--- src/include/adcts_pkg.sv ---
// Shared constants, types and decode functions of the converter timing sequencer
package adcts_pkg;

   // Register byte offsets
   localparam logic [7:0] OFS_CTRL = 8'h00;
   localparam logic [7:0] OFS_STAT = 8'h04;
   localparam logic [7:0] OFS_RES  = 8'h08;
   localparam logic [7:0] OFS_SYS  = 8'h0C;

   // converter_control fields
   localparam int CTRL_START   = 0;
   localparam int CTRL_RES8    = 1;
   localparam int CTRL_PCAL    = 2;
   localparam int CTRL_IMPR    = 3;
   localparam int CTRL_STS_LSB = 12;
   localparam int CTRL_BCS_LSB = 14;
   localparam logic [15:0] CTRL_RST = 16'h0004;

   // Status fields
   localparam int STAT_BUSY = 0;
   localparam int STAT_CAL  = 1;
   localparam int STAT_DONE = 2;

   // system_config_one fields
   localparam int SYS_HALVE    = 0;
   localparam int SYS_IDIV_LSB = 8;
   localparam logic [15:0] SYS_RST = 16'h0000;

   // Timing in basic clock periods, load step in system clock periods
   localparam logic [5:0] CONV_10P  = 6'h34;
   localparam logic [5:0] CONV_8P   = 6'h2C;
   localparam logic [5:0] PCAL_SAVE = 6'h0C;
   localparam logic [2:0] LOAD_SYS  = 3'h6;
   localparam logic [13:0] CAL_MIN  = 14'h01E4;
   localparam int CAL_MAX = 11696;

   localparam logic [9:0] RES_ZERO = 10'h000;
   localparam logic [9:0] RES_FULL = 10'h3FF;

   typedef enum logic [2:0] {ST_IDLE, ST_CAL, ST_SAMPLE, ST_CONV, ST_LOAD} adcts_state_t;

   typedef struct packed {
      logic        wr;
      logic [7:0]  addr;
      logic [31:0] wdata;
   } adcts_req_t;

   typedef struct packed {
      logic       halve;
      logic       improved;
      logic [1:0] bc_sel;
      logic [5:0] imp_div;
   } adcts_clk_cfg_t;

   function automatic logic [6:0] presc_div(input logic [1:0] sel);
      case (sel)
         2'h0:    presc_div = 7'h04;
         2'h1:    presc_div = 7'h02;
         2'h2:    presc_div = 7'h10;
         default: presc_div = 7'h08;
      endcase
   endfunction : presc_div

   function automatic logic [6:0] sample_bc(input logic [1:0] sel);
      case (sel)
         2'h0:    sample_bc = 7'h08;
         2'h1:    sample_bc = 7'h10;
         2'h2:    sample_bc = 7'h20;
         default: sample_bc = 7'h40;
      endcase
   endfunction : sample_bc

   function automatic logic [5:0] conv_bc(input logic res8, input logic pcal);
      logic [5:0] base;
      base    = res8 ? CONV_8P : CONV_10P;
      conv_bc = pcal ? base : base - PCAL_SAVE;
   endfunction : conv_bc

endpackage : adcts_pkg

--- src/design/adcts_clkdiv.sv ---
// System clock enable and basic clock prescaler
`timescale 1ns/10ps
`default_nettype none
module adcts_clkdiv
(
   // Clock and reset
   input  wire logic                      hclk,
   input  wire logic                      hresetn,
   // Configuration
   input  wire adcts_pkg::adcts_clk_cfg_t cfg,
   // Enables
   output logic                           sys_en,
   output logic                           bc_en
);

   logic       ph_q;
   logic       ph_d;
   logic [6:0] cnt_q;
   logic [6:0] cnt_d;
   logic [6:0] target;

   always_comb
   begin
      ph_d   = ~ph_q;
      // System clock runs with the CPU clock: master clock or half of it
      sys_en = cfg.halve ? ph_q : 1'b1; // RULE_12 RULE_13
      if (cfg.improved)
      begin
         target = {1'b0, cfg.imp_div} + 7'h01; // RULE_11
      end
      else
      begin
         target = adcts_pkg::presc_div(cfg.bc_sel); // RULE_01
      end
      cnt_d = cnt_q;
      bc_en = 1'b0;
      if (sys_en)
      begin
         // Compare with >= so a smaller divider chosen mid-count recovers at once
         if (cnt_q >= target - 7'h01)
         begin
            cnt_d = 7'h00;
            bc_en = 1'b1;
         end
         else
         begin
            cnt_d = cnt_q + 7'h01;
         end
      end
   end

   always_ff @(posedge hclk or negedge hresetn)
   begin
      if (!hresetn)
      begin
         ph_q  <= 1'b0;
         cnt_q <= 7'h00;
      end
      else
      begin
         ph_q  <= ph_d;
         cnt_q <= cnt_d;
      end
   end

endmodule : adcts_clkdiv
`default_nettype wire

--- src/design/adcts_ahb_slave.sv ---
// AHB-Lite slave front end: zero-wait writes, one wait state on reads
`timescale 1ns/10ps
`default_nettype none
module adcts_ahb_slave
(
   // Clock and reset
   input  wire logic                  hclk,
   input  wire logic                  hresetn,
   // AHB-Lite
   input  wire logic                  hsel,
   input  wire logic [31:0]           haddr,
   input  wire logic [1:0]            htrans,
   input  wire logic                  hwrite,
   input  wire logic [2:0]            hsize,
   input  wire logic [31:0]           hwdata,
   input  wire logic                  hready,
   output logic                       hreadyout,
   output logic [31:0]                hrdata,
   output logic                       hresp,
   // Register side
   output adcts_pkg::adcts_req_t      req,
   output logic [7:0]                 rd_addr,
   input  wire logic [31:0]           rd_data
);

   logic        wr_q;
   logic        wr_d;
   logic        rd_q;
   logic        rd_d;
   logic        rdw_q;
   logic        rdw_d;
   logic [7:0]  addr_q;
   logic [7:0]  addr_d;
   logic [31:0] hrdata_q;
   logic [31:0] hrdata_d;
   logic        acc;

   always_comb
   begin
      // Only whole-word transfers are taken; other sizes pass unanswered in effect
      acc       = hsel && htrans[1] && hready && (hsize == 3'h2);
      hreadyout = !(rd_q && !rdw_q);
      addr_d    = acc ? haddr[7:0] : addr_q;
      hrdata_d  = (rd_q && !rdw_q) ? rd_data : hrdata_q;
      if (hready)
      begin
         wr_d  = acc && hwrite;
         rd_d  = acc && !hwrite;
         rdw_d = 1'b0;
      end
      else
      begin
         wr_d  = wr_q;
         rd_d  = rd_q;
         rdw_d = rd_q;
      end
   end

   always_ff @(posedge hclk or negedge hresetn)
   begin
      if (!hresetn)
      begin
         wr_q     <= 1'b0;
         rd_q     <= 1'b0;
         rdw_q    <= 1'b0;
         addr_q   <= 8'h00;
         hrdata_q <= 32'h0000_0000;
      end
      else
      begin
         wr_q     <= wr_d;
         rd_q     <= rd_d;
         rdw_q    <= rdw_d;
         addr_q   <= addr_d;
         hrdata_q <= hrdata_d;
      end
   end

   assign hrdata    = hrdata_q;
   assign hresp     = 1'b0;
   assign req.wr    = wr_q;
   assign req.addr  = addr_q;
   assign req.wdata = hwdata;
   assign rd_addr   = addr_q;

endmodule : adcts_ahb_slave
`default_nettype wire

--- src/design/adcts_top.sv ---
// Converter timing sequencer: prescaler, sample/convert/load sequencing, calibration
// Function
// RULE_01: Basic clock is system clock divided by 4, 2, 16 or 8 per select code.
// RULE_02: Sample phase lasts 8, 16, 32 or 64 basic clock periods per select code.
// RULE_03: 10-bit conversion: 52 or 40 basic periods, plus sample, plus 6 system periods.
// RULE_04: 8-bit conversion: 44 or 32 basic periods, plus sample, plus 6 system periods.
// RULE_05: Switching post-calibration off saves exactly 12 basic clock periods.
// RULE_06: Conversion is sample, result determination, then a 6 system period load.
// RULE_07: Input below ground yields zero; above reference yields 3FF.
// RULE_08: Calibration after reset lasts 484 to 11696 basic periods, noise dependent.
// RULE_09: Conversions are accepted during calibration and extend it.
// RULE_10: Software keeps the basic clock between 0.5 MHz and 20 MHz.
// RULE_11: Fixed encodings apply in compatibility mode; an improved divider is selectable.
// RULE_12: CPU clock is the master clock or half of it, one bit selects.
// RULE_13: System clock always runs at the CPU clock rate.
// RULE_14: Each conversion loads the result once and raises a visible done flag.
//
// The register offsets and the AHB-Lite register port were left to the implementer.
`timescale 1ns/10ps
`default_nettype none
module adcts_top
#(
   parameter int CAL_MAX_BC = adcts_pkg::CAL_MAX
)
(
   // Clock and reset
   input  wire logic        hclk,
   input  wire logic        hresetn,
   // AHB-Lite
   input  wire logic        hsel,
   input  wire logic [31:0] haddr,
   input  wire logic [1:0]  htrans,
   input  wire logic        hwrite,
   input  wire logic [2:0]  hsize,
   input  wire logic [31:0] hwdata,
   input  wire logic        hready,
   output logic             hreadyout,
   output logic [31:0]      hrdata,
   output logic             hresp,
   // Analog front end
   input  wire logic [9:0]  ain_code,
   input  wire logic        ain_below_gnd,
   input  wire logic        ain_above_ref,
   input  wire logic        ref_quiet,
   output logic             sample_hold,
   output logic             conv_active,
   output logic             cal_run,
   output logic             conv_done
);

   adcts_pkg::adcts_req_t     req;
   adcts_pkg::adcts_clk_cfg_t clk_cfg;
   adcts_pkg::adcts_state_t   state_q;
   adcts_pkg::adcts_state_t   state_d;

   logic [7:0]  rd_addr;
   logic [31:0] rd_data;
   logic        sys_en;
   logic        bc_en;

   logic [15:0] ctrl_q;
   logic [15:0] ctrl_d;
   logic [15:0] sys_q;
   logic [15:0] sys_d;
   logic [9:0]  res_q;
   logic [9:0]  res_d;
   logic [9:0]  smp_q;
   logic [9:0]  smp_d;
   logic        done_q;
   logic        done_d;
   logic        cal_act_q;
   logic        cal_act_d;
   logic [13:0] cal_cnt_q;
   logic [13:0] cal_cnt_d;
   logic [6:0]  cnt_q;
   logic [6:0]  cnt_d;
   logic [6:0]  samp_len_q;
   logic [6:0]  samp_len_d;
   logic [5:0]  conv_len_q;
   logic [5:0]  conv_len_d;
   logic        res8_q;
   logic        res8_d;

   logic        wr_ctrl;
   logic        wr_stat;
   logic        wr_sys;
   logic        start;
   logic        done_set;
   logic [13:0] cal_next;
   logic [6:0]  cnt_inc;

   localparam logic [13:0] CAL_LIMIT = 14'(CAL_MAX_BC);

   function automatic logic [9:0] saturate(input logic [9:0] code, input logic below,
                                           input logic above, input logic r8);
      if (below)
      begin
         saturate = adcts_pkg::RES_ZERO;
      end
      else if (above)
      begin
         saturate = adcts_pkg::RES_FULL;
      end
      else if (r8)
      begin
         saturate = {code[9:2], 2'h0};
      end
      else
      begin
         saturate = code;
      end
   endfunction : saturate

   adcts_ahb_slave u_slave
   (
      .hclk      (hclk),
      .hresetn   (hresetn),
      .hsel      (hsel),
      .haddr     (haddr),
      .htrans    (htrans),
      .hwrite    (hwrite),
      .hsize     (hsize),
      .hwdata    (hwdata),
      .hready    (hready),
      .hreadyout (hreadyout),
      .hrdata    (hrdata),
      .hresp     (hresp),
      .req       (req),
      .rd_addr   (rd_addr),
      .rd_data   (rd_data)
   );

   assign clk_cfg.halve    = sys_q[adcts_pkg::SYS_HALVE];
   assign clk_cfg.improved = ctrl_q[adcts_pkg::CTRL_IMPR];
   assign clk_cfg.bc_sel   = ctrl_q[adcts_pkg::CTRL_BCS_LSB +: 2];
   assign clk_cfg.imp_div  = sys_q[adcts_pkg::SYS_IDIV_LSB +: 6];

   adcts_clkdiv u_clkdiv
   (
      .hclk    (hclk),
      .hresetn (hresetn),
      .cfg     (clk_cfg),
      .sys_en  (sys_en),
      .bc_en   (bc_en)
   );

   // Register access decode and read mux
   always_comb
   begin
      wr_ctrl = 1'b0;
      wr_stat = 1'b0;
      wr_sys  = 1'b0;
      if (req.wr && req.addr == adcts_pkg::OFS_CTRL)
      begin
         wr_ctrl = 1'b1;
      end
      else if (req.wr && req.addr == adcts_pkg::OFS_STAT)
      begin
         wr_stat = 1'b1;
      end
      else if (req.wr && req.addr == adcts_pkg::OFS_SYS)
      begin
         wr_sys = 1'b1;
      end
      rd_data = 32'h0000_0000;
      if (rd_addr == adcts_pkg::OFS_CTRL)
      begin
         rd_data = {16'h0000, ctrl_q};
      end
      else if (rd_addr == adcts_pkg::OFS_STAT)
      begin
         rd_data[adcts_pkg::STAT_BUSY] = (state_q != adcts_pkg::ST_IDLE)
                                         && (state_q != adcts_pkg::ST_CAL);
         rd_data[adcts_pkg::STAT_CAL]  = cal_act_q;
         rd_data[adcts_pkg::STAT_DONE] = done_q;
      end
      else if (rd_addr == adcts_pkg::OFS_RES)
      begin
         rd_data = {22'h00_0000, res_q};
      end
      else if (rd_addr == adcts_pkg::OFS_SYS)
      begin
         rd_data = {16'h0000, sys_q};
      end
   end

   // Configuration registers; the start bit is a strobe and reads back as zero
   always_comb
   begin
      ctrl_d = ctrl_q;
      sys_d  = sys_q;
      if (wr_ctrl)
      begin
         ctrl_d = req.wdata[15:0];
         ctrl_d[adcts_pkg::CTRL_START] = 1'b0;
      end
      if (wr_sys)
      begin
         sys_d = req.wdata[15:0];
      end
   end

   always_ff @(posedge hclk or negedge hresetn)
   begin
      if (!hresetn)
      begin
         ctrl_q <= adcts_pkg::CTRL_RST;
         sys_q  <= adcts_pkg::SYS_RST;
      end
      else
      begin
         ctrl_q <= ctrl_d;
         sys_q  <= sys_d;
      end
   end

   // Sequencer
   always_comb
   begin
      // A start during a running conversion is dropped, not queued
      start      = wr_ctrl && req.wdata[adcts_pkg::CTRL_START]
                   && (state_q == adcts_pkg::ST_IDLE || state_q == adcts_pkg::ST_CAL);
      state_d    = state_q;
      cnt_d      = cnt_q;
      cnt_inc    = cnt_q + 7'h01;
      cal_next   = cal_cnt_q + 14'h0001;
      cal_cnt_d  = cal_cnt_q;
      cal_act_d  = cal_act_q;
      samp_len_d = samp_len_q;
      conv_len_d = conv_len_q;
      res8_d     = res8_q;
      smp_d      = smp_q;
      res_d      = res_q;
      done_set   = 1'b0;
      case (state_q)
         adcts_pkg::ST_IDLE, adcts_pkg::ST_CAL:
         begin
            if (start)
            begin
               // Calibration count is frozen while a conversion runs
               state_d    = adcts_pkg::ST_SAMPLE; // RULE_09
               cnt_d      = 7'h00;
               // Fields come from the starting write itself; the register lags one cycle
               samp_len_d = adcts_pkg::sample_bc(
                               req.wdata[adcts_pkg::CTRL_STS_LSB +: 2]); // RULE_02
               conv_len_d = adcts_pkg::conv_bc(req.wdata[adcts_pkg::CTRL_RES8], // RULE_03 RULE_04
                                               req.wdata[adcts_pkg::CTRL_PCAL]); // RULE_05
               res8_d     = req.wdata[adcts_pkg::CTRL_RES8];
            end
            else if (state_q == adcts_pkg::ST_CAL && bc_en)
            begin
               cal_cnt_d = cal_next;
               if ((cal_next >= adcts_pkg::CAL_MIN && ref_quiet) || cal_next >= CAL_LIMIT)
               begin
                  state_d   = adcts_pkg::ST_IDLE; // RULE_08
                  cal_act_d = 1'b0;
               end
            end
         end
         adcts_pkg::ST_SAMPLE:
         begin
            if (bc_en)
            begin
               cnt_d = cnt_inc;
               if (cnt_inc == samp_len_q)
               begin
                  state_d = adcts_pkg::ST_CONV; // RULE_06
                  cnt_d   = 7'h00;
                  smp_d   = saturate(ain_code, ain_below_gnd, ain_above_ref, res8_q); // RULE_07
               end
            end
         end
         adcts_pkg::ST_CONV:
         begin
            if (bc_en)
            begin
               cnt_d = cnt_inc;
               if (cnt_inc == {1'b0, conv_len_q})
               begin
                  state_d = adcts_pkg::ST_LOAD; // RULE_03 RULE_04
                  cnt_d   = 7'h00;
               end
            end
         end
         adcts_pkg::ST_LOAD:
         begin
            if (sys_en)
            begin
               cnt_d = cnt_inc;
               if (cnt_inc == {4'h0, adcts_pkg::LOAD_SYS})
               begin
                  res_d    = smp_q; // RULE_06 RULE_14
                  done_set = 1'b1;
                  cnt_d    = 7'h00;
                  state_d  = cal_act_q ? adcts_pkg::ST_CAL : adcts_pkg::ST_IDLE; // RULE_09
               end
            end
         end
         default:
         begin
            state_d = adcts_pkg::ST_IDLE;
         end
      endcase
      // Set wins over a software clear in the same cycle
      done_d = done_set || (done_q && !(wr_stat && req.wdata[adcts_pkg::STAT_DONE])); // RULE_14
   end

   always_ff @(posedge hclk or negedge hresetn)
   begin
      if (!hresetn)
      begin
         state_q    <= adcts_pkg::ST_CAL;
         cal_act_q  <= 1'b1;
         cal_cnt_q  <= 14'h0000;
         cnt_q      <= 7'h00;
         samp_len_q <= 7'h00;
         conv_len_q <= 6'h00;
         res8_q     <= 1'b0;
         smp_q      <= 10'h000;
         res_q      <= 10'h000;
         done_q     <= 1'b0;
      end
      else
      begin
         state_q    <= state_d;
         cal_act_q  <= cal_act_d;
         cal_cnt_q  <= cal_cnt_d;
         cnt_q      <= cnt_d;
         samp_len_q <= samp_len_d;
         conv_len_q <= conv_len_d;
         res8_q     <= res8_d;
         smp_q      <= smp_d;
         res_q      <= res_d;
         done_q     <= done_d;
      end
   end

   assign sample_hold = (state_q == adcts_pkg::ST_SAMPLE);
   assign conv_active = (state_q == adcts_pkg::ST_CONV) || (state_q == adcts_pkg::ST_LOAD);
   assign cal_run     = cal_act_q;
   assign conv_done   = done_q;

endmodule : adcts_top
`default_nettype wire

--- config.mk ---
export PLATFORM = sky130hd
export DESIGN_NAME = adcts_top
export DESIGN_NICKNAME = d
export VERILOG_FILES = /design/src/include/adcts_pkg.sv /design/src/design/adcts_clkdiv.sv /design/src/design/adcts_ahb_slave.sv /design/src/design/adcts_top.sv
export SDC_FILE = /design/constraint.sdc
export NUM_CORES = 1
export LEC_CHECK = 0
export BUFFER_PORTS_ARGS = -buffer_cell sky130_fd_sc_hd__buf_2
export CAP_MARGIN = 20
export CELL_PAD_IN_SITES_DETAIL_PLACEMENT = 1
export CELL_PAD_IN_SITES_GLOBAL_PLACEMENT = 1
export CORE_MARGIN = 5
export CORE_UTILIZATION = 32
export DETAILED_ROUTE_END_ITERATION = 8
export HOLD_SLACK_MARGIN = 0.08
export PLACE_DENSITY = 0.7
export SYNTH_ARGS = -nofsm -noshare
export SYNTH_HDL_FRONTEND = slang
export SYNTH_HIERARCHICAL = 1
export SYNTH_SLANG_ARGS = --single-unit
--- constraint.sdc ---
create_clock -name hclk -period 8.6 [get_ports hclk]
set_clock_uncertainty 0.15 [all_clocks]
set_input_delay 0.86 -clock hclk [delete_from_list [all_inputs] [get_ports hclk]]
set_output_delay 0.86 -clock hclk [all_outputs]
set_load 0.005 [all_outputs]
==> out/results.tsv, run 1 <==
stage	metric	value	unit
cells_and_area	Finished Cell Area	8596	um^2
logic_synthesis	Mean Syn Cell Area	10.89	um^2
timing	Max Slew Vio Count	0	
place	Detail Placement HPWL	12880	um
cells_and_area	Nets	849	
cells_and_area	fin util	37.74	%
clock_tree	post-cts resize count	0	
power_and_ir_drop	Leak	3.914	nW
drt	DRC viols	0	
setup_path	CP Max Fanout	15	
drt	Routed WL per cell	16.84	um
timing	hold slack	0.2722	ns
global_route	Tot GR Track Use	14.06	%
outcome	outcome	completed	
timing	Slew @ Worst Pin	0.9622	ns
timing	slew margin rel.	35.67	%
clock_tree	post-CTS setup buffer count	0	
setup_path	Startpoint Class	flip-flop	
floorplanning	die area	26420	um^2
cells_and_area	Syn-to-layout area delta	15.42	%
floorplanning	Placement Rows	55	
setup_path	CP max stage delay	0.65	ns
power_and_ir_drop	Peak VDD IR	0.0001415	V
global_route	first-pass GRT wire length	29880	um
floorplanning	Die Wd	162.6	um
clock_tree	Clock Path Buffers	2	
place	IO Port Bufs	82	
logic_synthesis	Post-Syn Area	7447	um^2
setup_path	Worst Setup End Kind	flip-flop	
floorplanning	Initial Utilization	32.69	%
global_route	largest net degree at the start of global routing	86	
timing	Final setup viols	0	
clock_tree	clock latency on the worst-skew pair	0.42	ns
clock_tree	CTS buffer count	17	
timing	FMAX	227.3	MHz
place	dpl cell area	7999	um^2
hold_path	Tightest Hold Check Type	reg -> reg	
power_and_ir_drop	pwr/cell area	232.2	nW/um^2
clock_tree	clk slew on worst S/H paths	0.06	ns
setup_path	CP max stage cell	dfrtp_1	
floorplanning	core area	22780	um^2
logic_synthesis	synthesized instance count	684	
place	placed cell count	1041	
cells_and_area	share of layout cells above drive strength 1	32.24	%
power_and_ir_drop	total power	1.996	mW
clock_tree	H-tree levels	4	
clock_tree	Clock Root Buffer	clkbuf_16	
setup_path	CP startpoint	ctrl_q[3]	
power_and_ir_drop	sw power	0.6196	mW
floorplanning	boundary pin count	125	
floorplanning	Die H	162.6	um
setup_path	critical path cell sequence	nor2_1, a22oi_1, ha_1, nand2_1, nor4_2, xnor2_1, ha_1, and3_1, a221o_1, o21ai_0, inv_1, o311ai_0, a31oi_1, a21oi_1, a31oi_1	
cells_and_area	antenna diode instance count	0	
global_route	initial antenna violation count	0	
timing	final setup margin	4.201	ns
flow_run	max_cap viols	0	
setup_path	Worst Setup Path Type	reg -> reg	
global_route	grt ovf	0	
drt	final WL	18070	um
clock_tree	cts hold-fix bufs	0	
drt	Final ANT Viol Nets	0	
setup_path	Crit path arrival time	4.58	ns
timing	setup TNS	0	ns
logic_synthesis	Synth Warn #	6	
timing	Period minus WS final	4.399	ns
hold_path	worst hold start	u_clkdiv/ph_q	
timing	final hold violation count	0	
place	Place WS	4.290	ns
power_and_ir_drop	Switching Share	31.05	%
setup_path	R2R Path Start	ctrl_q[3]	
power_and_ir_drop	Clk pwr share	37.3	%
drt	initial DRC count	175	
setup_path	CP Data Required Time	8.78	ns
cells_and_area	most frequent cells in the layout	134 x dfrtp_1, 84 x mux2_2, 81 x buf_2, 58 x nand2_1, 50 x nor2_1	
drt	vias per cell	4.936	
timing	unrepaired setup endpoints after global routing	false	
power_and_ir_drop	Flop pwr share	41.3	%
cells_and_area	commonest non-fill, non-tap cell in the layout	dfrtp_1	
cells_and_area	final instance count without filler cells	1073	
clock_tree	CTS tree	yes	
power_and_ir_drop	cell-internal power	1.376	mW
clock_tree	CTS sink count	137	
drt	1st-pass router iterations	4	
drt	Vias	5296	
global_route	vias in the first global route	5613	
place	Placer Congestion	0.7728	
timing	period utilisation layout	51.15	%
power_and_ir_drop	Comb pwr share	21.3	%
[final cells by class]
type,count,area [um^2]
Clock buffer,20,456.7
Clock inverter,12,140.1
Fill cell,2586,14180
Inverter,19,71.32
Multi-Input combinational cell,486,3657
Sequential cell,137,3432
Tap cell,313,391.6
Timing Repair Buffer,86,446.7
[state kept, by name (all words and copies together) (netlist names), 3 cells and up]
name / cells
u_slave/hrdata: 32
ctrl_q: 15
u_slave/rd_addr: 8
cnt_q: 7
state_q: 3
smp_q: 10
res_q: 10
conv_len_q: 4
samp_len_q: 4
cal_cnt_q: 14
sys_q: 16
u_clkdiv/cnt_q: 7
[critical path: cells and delay by family, from the launching register on]
kind / cells / cell delay, ns
AO/OA/AOI/OAI: 7 / 1.89
AND/OR/NAND/NOR: 4 / 0.66
adder cells (fa/ha/maj): 2 / 0.58
buffers and inverters: 1 / 0.22
flip-flops: 1 / 0.65
XOR/XNOR: 1 / 0.16
[layer usage]
layer	GRT usage, %	wire length [um]
met1	18.76	8359
met2	23.21	8997
met3	2.733	502
met4	4.270	214
met5	0	0
[power groups by stage]
stage	sequential [mW]	clock (mW)	combinational, mW
after global routing	0.838	0.794	0.478
after CTS	0.824	0.764	0.433
final	0.825	0.745	0.426
after global placement	0.829	0	0.412
after detailed placement	0.835	0	0.426
after floorplan	0.795	0	0.334
[worst paths after layout]
check,endpoint,slack (ns),cells after the start
worst max-delay path,state_q[0],4.20,15
worst min-delay path,u_clkdiv/ph_q,0.27,1
worst max register to register,state_q[0],4.20,15
worst min register to register,u_clkdiv/ph_q,0.27,1
max in group asynchronous,res8_q,6.77,2
min in group asynchronous,u_slave/hrdata[15],0.34,1
No activity file was read; power rests on OpenSTA's default activity.
==> run 2, diff against run 1 <==
--- a/config.mk
+++ b/config.mk
@@ -13,7 +13,7 @@
 export CORE_UTILIZATION = 32
 export DETAILED_ROUTE_END_ITERATION = 8
 export HOLD_SLACK_MARGIN = 0.08
-export PLACE_DENSITY = 0.7
+export PLACE_DENSITY = 0.72
 export SYNTH_ARGS = -nofsm -noshare
 export SYNTH_HDL_FRONTEND = slang
 export SYNTH_HIERARCHICAL = 1
==> constraint.sdc (replaced) <==
create_clock -name hclk -period 3.8 [get_ports hclk]
set_clock_uncertainty 0.15 [all_clocks]
set_input_delay 0.38 -clock hclk [delete_from_list [all_inputs] [get_ports hclk]]
set_output_delay 0.38 -clock hclk [all_outputs]
set_load 0.005 [all_outputs]
==> out/results.tsv, run 2 (same netlist as run 1, synthesis figures left out) <==
stage	metric	value	unit	change
global_route	met2 usage in global routing	26.87	%	+3.7 points
floorplanning	die area	26420	um^2	unchanged
floorplanning	boundary pin count	125		unchanged
timing	period utilisation layout	97.87	%	+47 points
setup_path	CP Data Required Time	4.00	ns	-4.78 ns
global_route	largest net degree at the start of global routing	107		+24%
drt	final WL	19800	um	+9.5%
cells_and_area	commonest non-fill, non-tap cell in the layout	dfrtp_1		
clock_tree	CTS tree	yes		
timing	Final setup viols	0		unchanged
clock_tree	clock latency on the worst-skew pair	0.43	ns	about the same
floorplanning	Die Wd	162.6	um	unchanged
clock_tree	H-tree levels	4		unchanged
power_and_ir_drop	Leak	4.137	nW	+5.7%
global_route	met3 Resource Use GR	2.733	%	unchanged
setup_path	Startpoint Class	flip-flop		
floorplanning	Die H	162.6	um	unchanged
cells_and_area	Nets	900		+6.0%
timing	setup TNS	0	ns	unchanged
place	Placer Congestion	0.8052		+4.2%
floorplanning	Initial Utilization	32.69	%	unchanged
global_route	Tot GR Track Use	15.51	%	+1.5 points
setup_path	Worst R2R Path Depth	14		-1
clock_tree	CTS sink count	137		unchanged
global_route	first-pass GRT wire length	32780	um	+9.7%
cells_and_area	fill count	2581		-0.19%
setup_path	R2R Path Start	sys_q[9]		
timing	FMAX	268.9	MHz	+18%
cells_and_area	final instance count without filler cells	1124		+4.8%
timing	Slew @ Worst Pin	1.016	ns	+0.05368 ns
setup_path	Worst Setup End Kind	flip-flop		
cells_and_area	most frequent cells in the layout	134 x dfrtp_1, 84 x mux2_2, 81 x buf_2, 58 x nand2_1, 50 x nor2_1		
clock_tree	Clock Path Buffers	2		unchanged
global_route	initial antenna violation count	0		unchanged
setup_path	Worst Setup Path Type	reg -> reg		
cells_and_area	share of layout cells above drive strength 1	35.64	%	+3.4 points
place	Detail Placement HPWL	13280	um	+3.1%
place	IO Port Bufs	82		unchanged
setup_path	CP Max Fanout	5		-10
clock_tree	clk slew on worst S/H paths	0.06	ns	about the same
setup_path	worst r2r dst	smp_q[2]		
flow_run	max_cap viols	0		unchanged
hold_path	end of the worst hold path	smp_q[9]		
drt	1st-pass router iterations	4		unchanged
outcome	outcome	completed		
floorplanning	core area	22780	um^2	unchanged
timing	Period minus WS final	3.719	ns	-0.6797 ns
setup_path	R2R Setup Slk	0.08	ns	-4.12 ns
clock_tree	CTS buffer count	17		unchanged
drt	vias per cell	4.919		-0.34%
drt	DRC viols	0		unchanged
cells_and_area	antenna diode instance count	0		unchanged
global_route	grt ovf	0		unchanged
drt	Final ANT Viol Nets	0		unchanged
drt	Vias	5529		+4.4%
drt	Routed WL per cell	17.61	um	+4.6%
timing	Max Slew Vio Count	0		unchanged
power_and_ir_drop	Peak VDD IR	0.0002929	V	+110%
hold_path	worst hold start	ain_code[9]		
timing	slew margin rel.	32.09	%	-3.6 points
floorplanning	Placement Rows	55		unchanged
power_and_ir_drop	pwr/cell area	516.4	nW/um^2	+120%
setup_path	Crit path arrival time	3.91	ns	-0.67 ns
global_route	met1 usage	19.94	%	+1.2 points
timing	final hold violation count	0		unchanged
cells_and_area	max FFs per register	32		unchanged
hold_path	worst hold stages	3		+2
global_route	GRT busiest layer	met2		
cells_and_area	Syn-to-layout area delta	22.55	%	
cells_and_area	fin util	40.07	%	+2.3 points
place	placed cell count	1066		+2.4%
clock_tree	Clock Root Buffer	clkbuf_16		
drt	initial DRC count	159		-9.1%
hold_path	Tightest Hold Check Type	in -> reg		
global_route	vias in the first global route	6079		+8.3%
==> run 2: final cells by class <==
type	instances	area [um^2]	share of cell area, %
clock buffers	17	425.4	4.661
repair buffers	135	867.1	9.501
flip-flops and latches	137	3432	37.61
clock inverters	15	157.7	1.727
inverters	19	71.32	0.7815
well taps	313	391.6	4.291
multi-input cells	488	3781	41.43
==> run 2: metrics by stage <==
| stage | setup WS (ns) | power (mW) | hold slack (ns) | instance area, um^2 |
|---|---|---|---|---|
| global placement | -0.01320 | 2.907 | 0.2567 | 8187 |
| floorplan | 0.1712 | 2.555 | -0.06559 | 7503 |
| finish | 0.08107 | 4.713 | 0.1019 | 9126 |
| global route | -0.09873 | 4.989 | 0.09104 | 9126 |
| detailed placement | -0.09309 | 2.962 | 0.2883 | 8187 |
| CTS | 0.01964 | 4.687 | 0.08029 | 9015 |
==> run 2: worst max path at each step <==
stage          startpoint            end
2_1_floorplan    sys_q[8]       smp_q[0]
3_3_place_gp     sys_q[8]       smp_q[4]
3_5_place_dp     sys_q[8]       smp_q[0]
4_1_cts          sys_q[8]  cal_cnt_q[13]
5_1_grt          sys_q[9]       smp_q[2]
6_report         sys_q[9]       smp_q[2]
==> run 2: worst max-delay path, stage by stage, from the launching register on <==
cell and delay, ns:
dfrtp_1 0.38, ha_2 0.24, nand3_1 0.11, xor2_1 0.20, and2b_2 0.28, nor4_4 0.28, xnor2_1 0.10, ha_1 0.30
and3_4 0.19, nor3b_4 0.23, o21ai_2 0.10, inv_2 0.13, inv_2 0.08, or4_4 0.64, o31ai_4 0.23
==> run 2: routing by layer <==
layer,routed length [um],part of all wire (%)
met1,8792,44
met2,10290,52
met3,461,2.3
met4,254,1.3
met5,0,0
==> run 2: what timing repair did <==
item / in CTS / in global routing
endpoints found under the hold margin: 133 / 0
buffers inserted: 2 / 1
cloned: 1 / 1
resized for setup: 5 / 19
pin swaps: 2 / 6
hold buffers: 21 / 0
endpoints found under the setup margin: 21 / 35
==> run 2: where the power goes <==
part           internal [mW]  total, mW  switching [mW]
Combinational          0.604       1.21           0.608
Clock                  0.928       1.65           0.725
Sequential              1.65       1.85           0.201
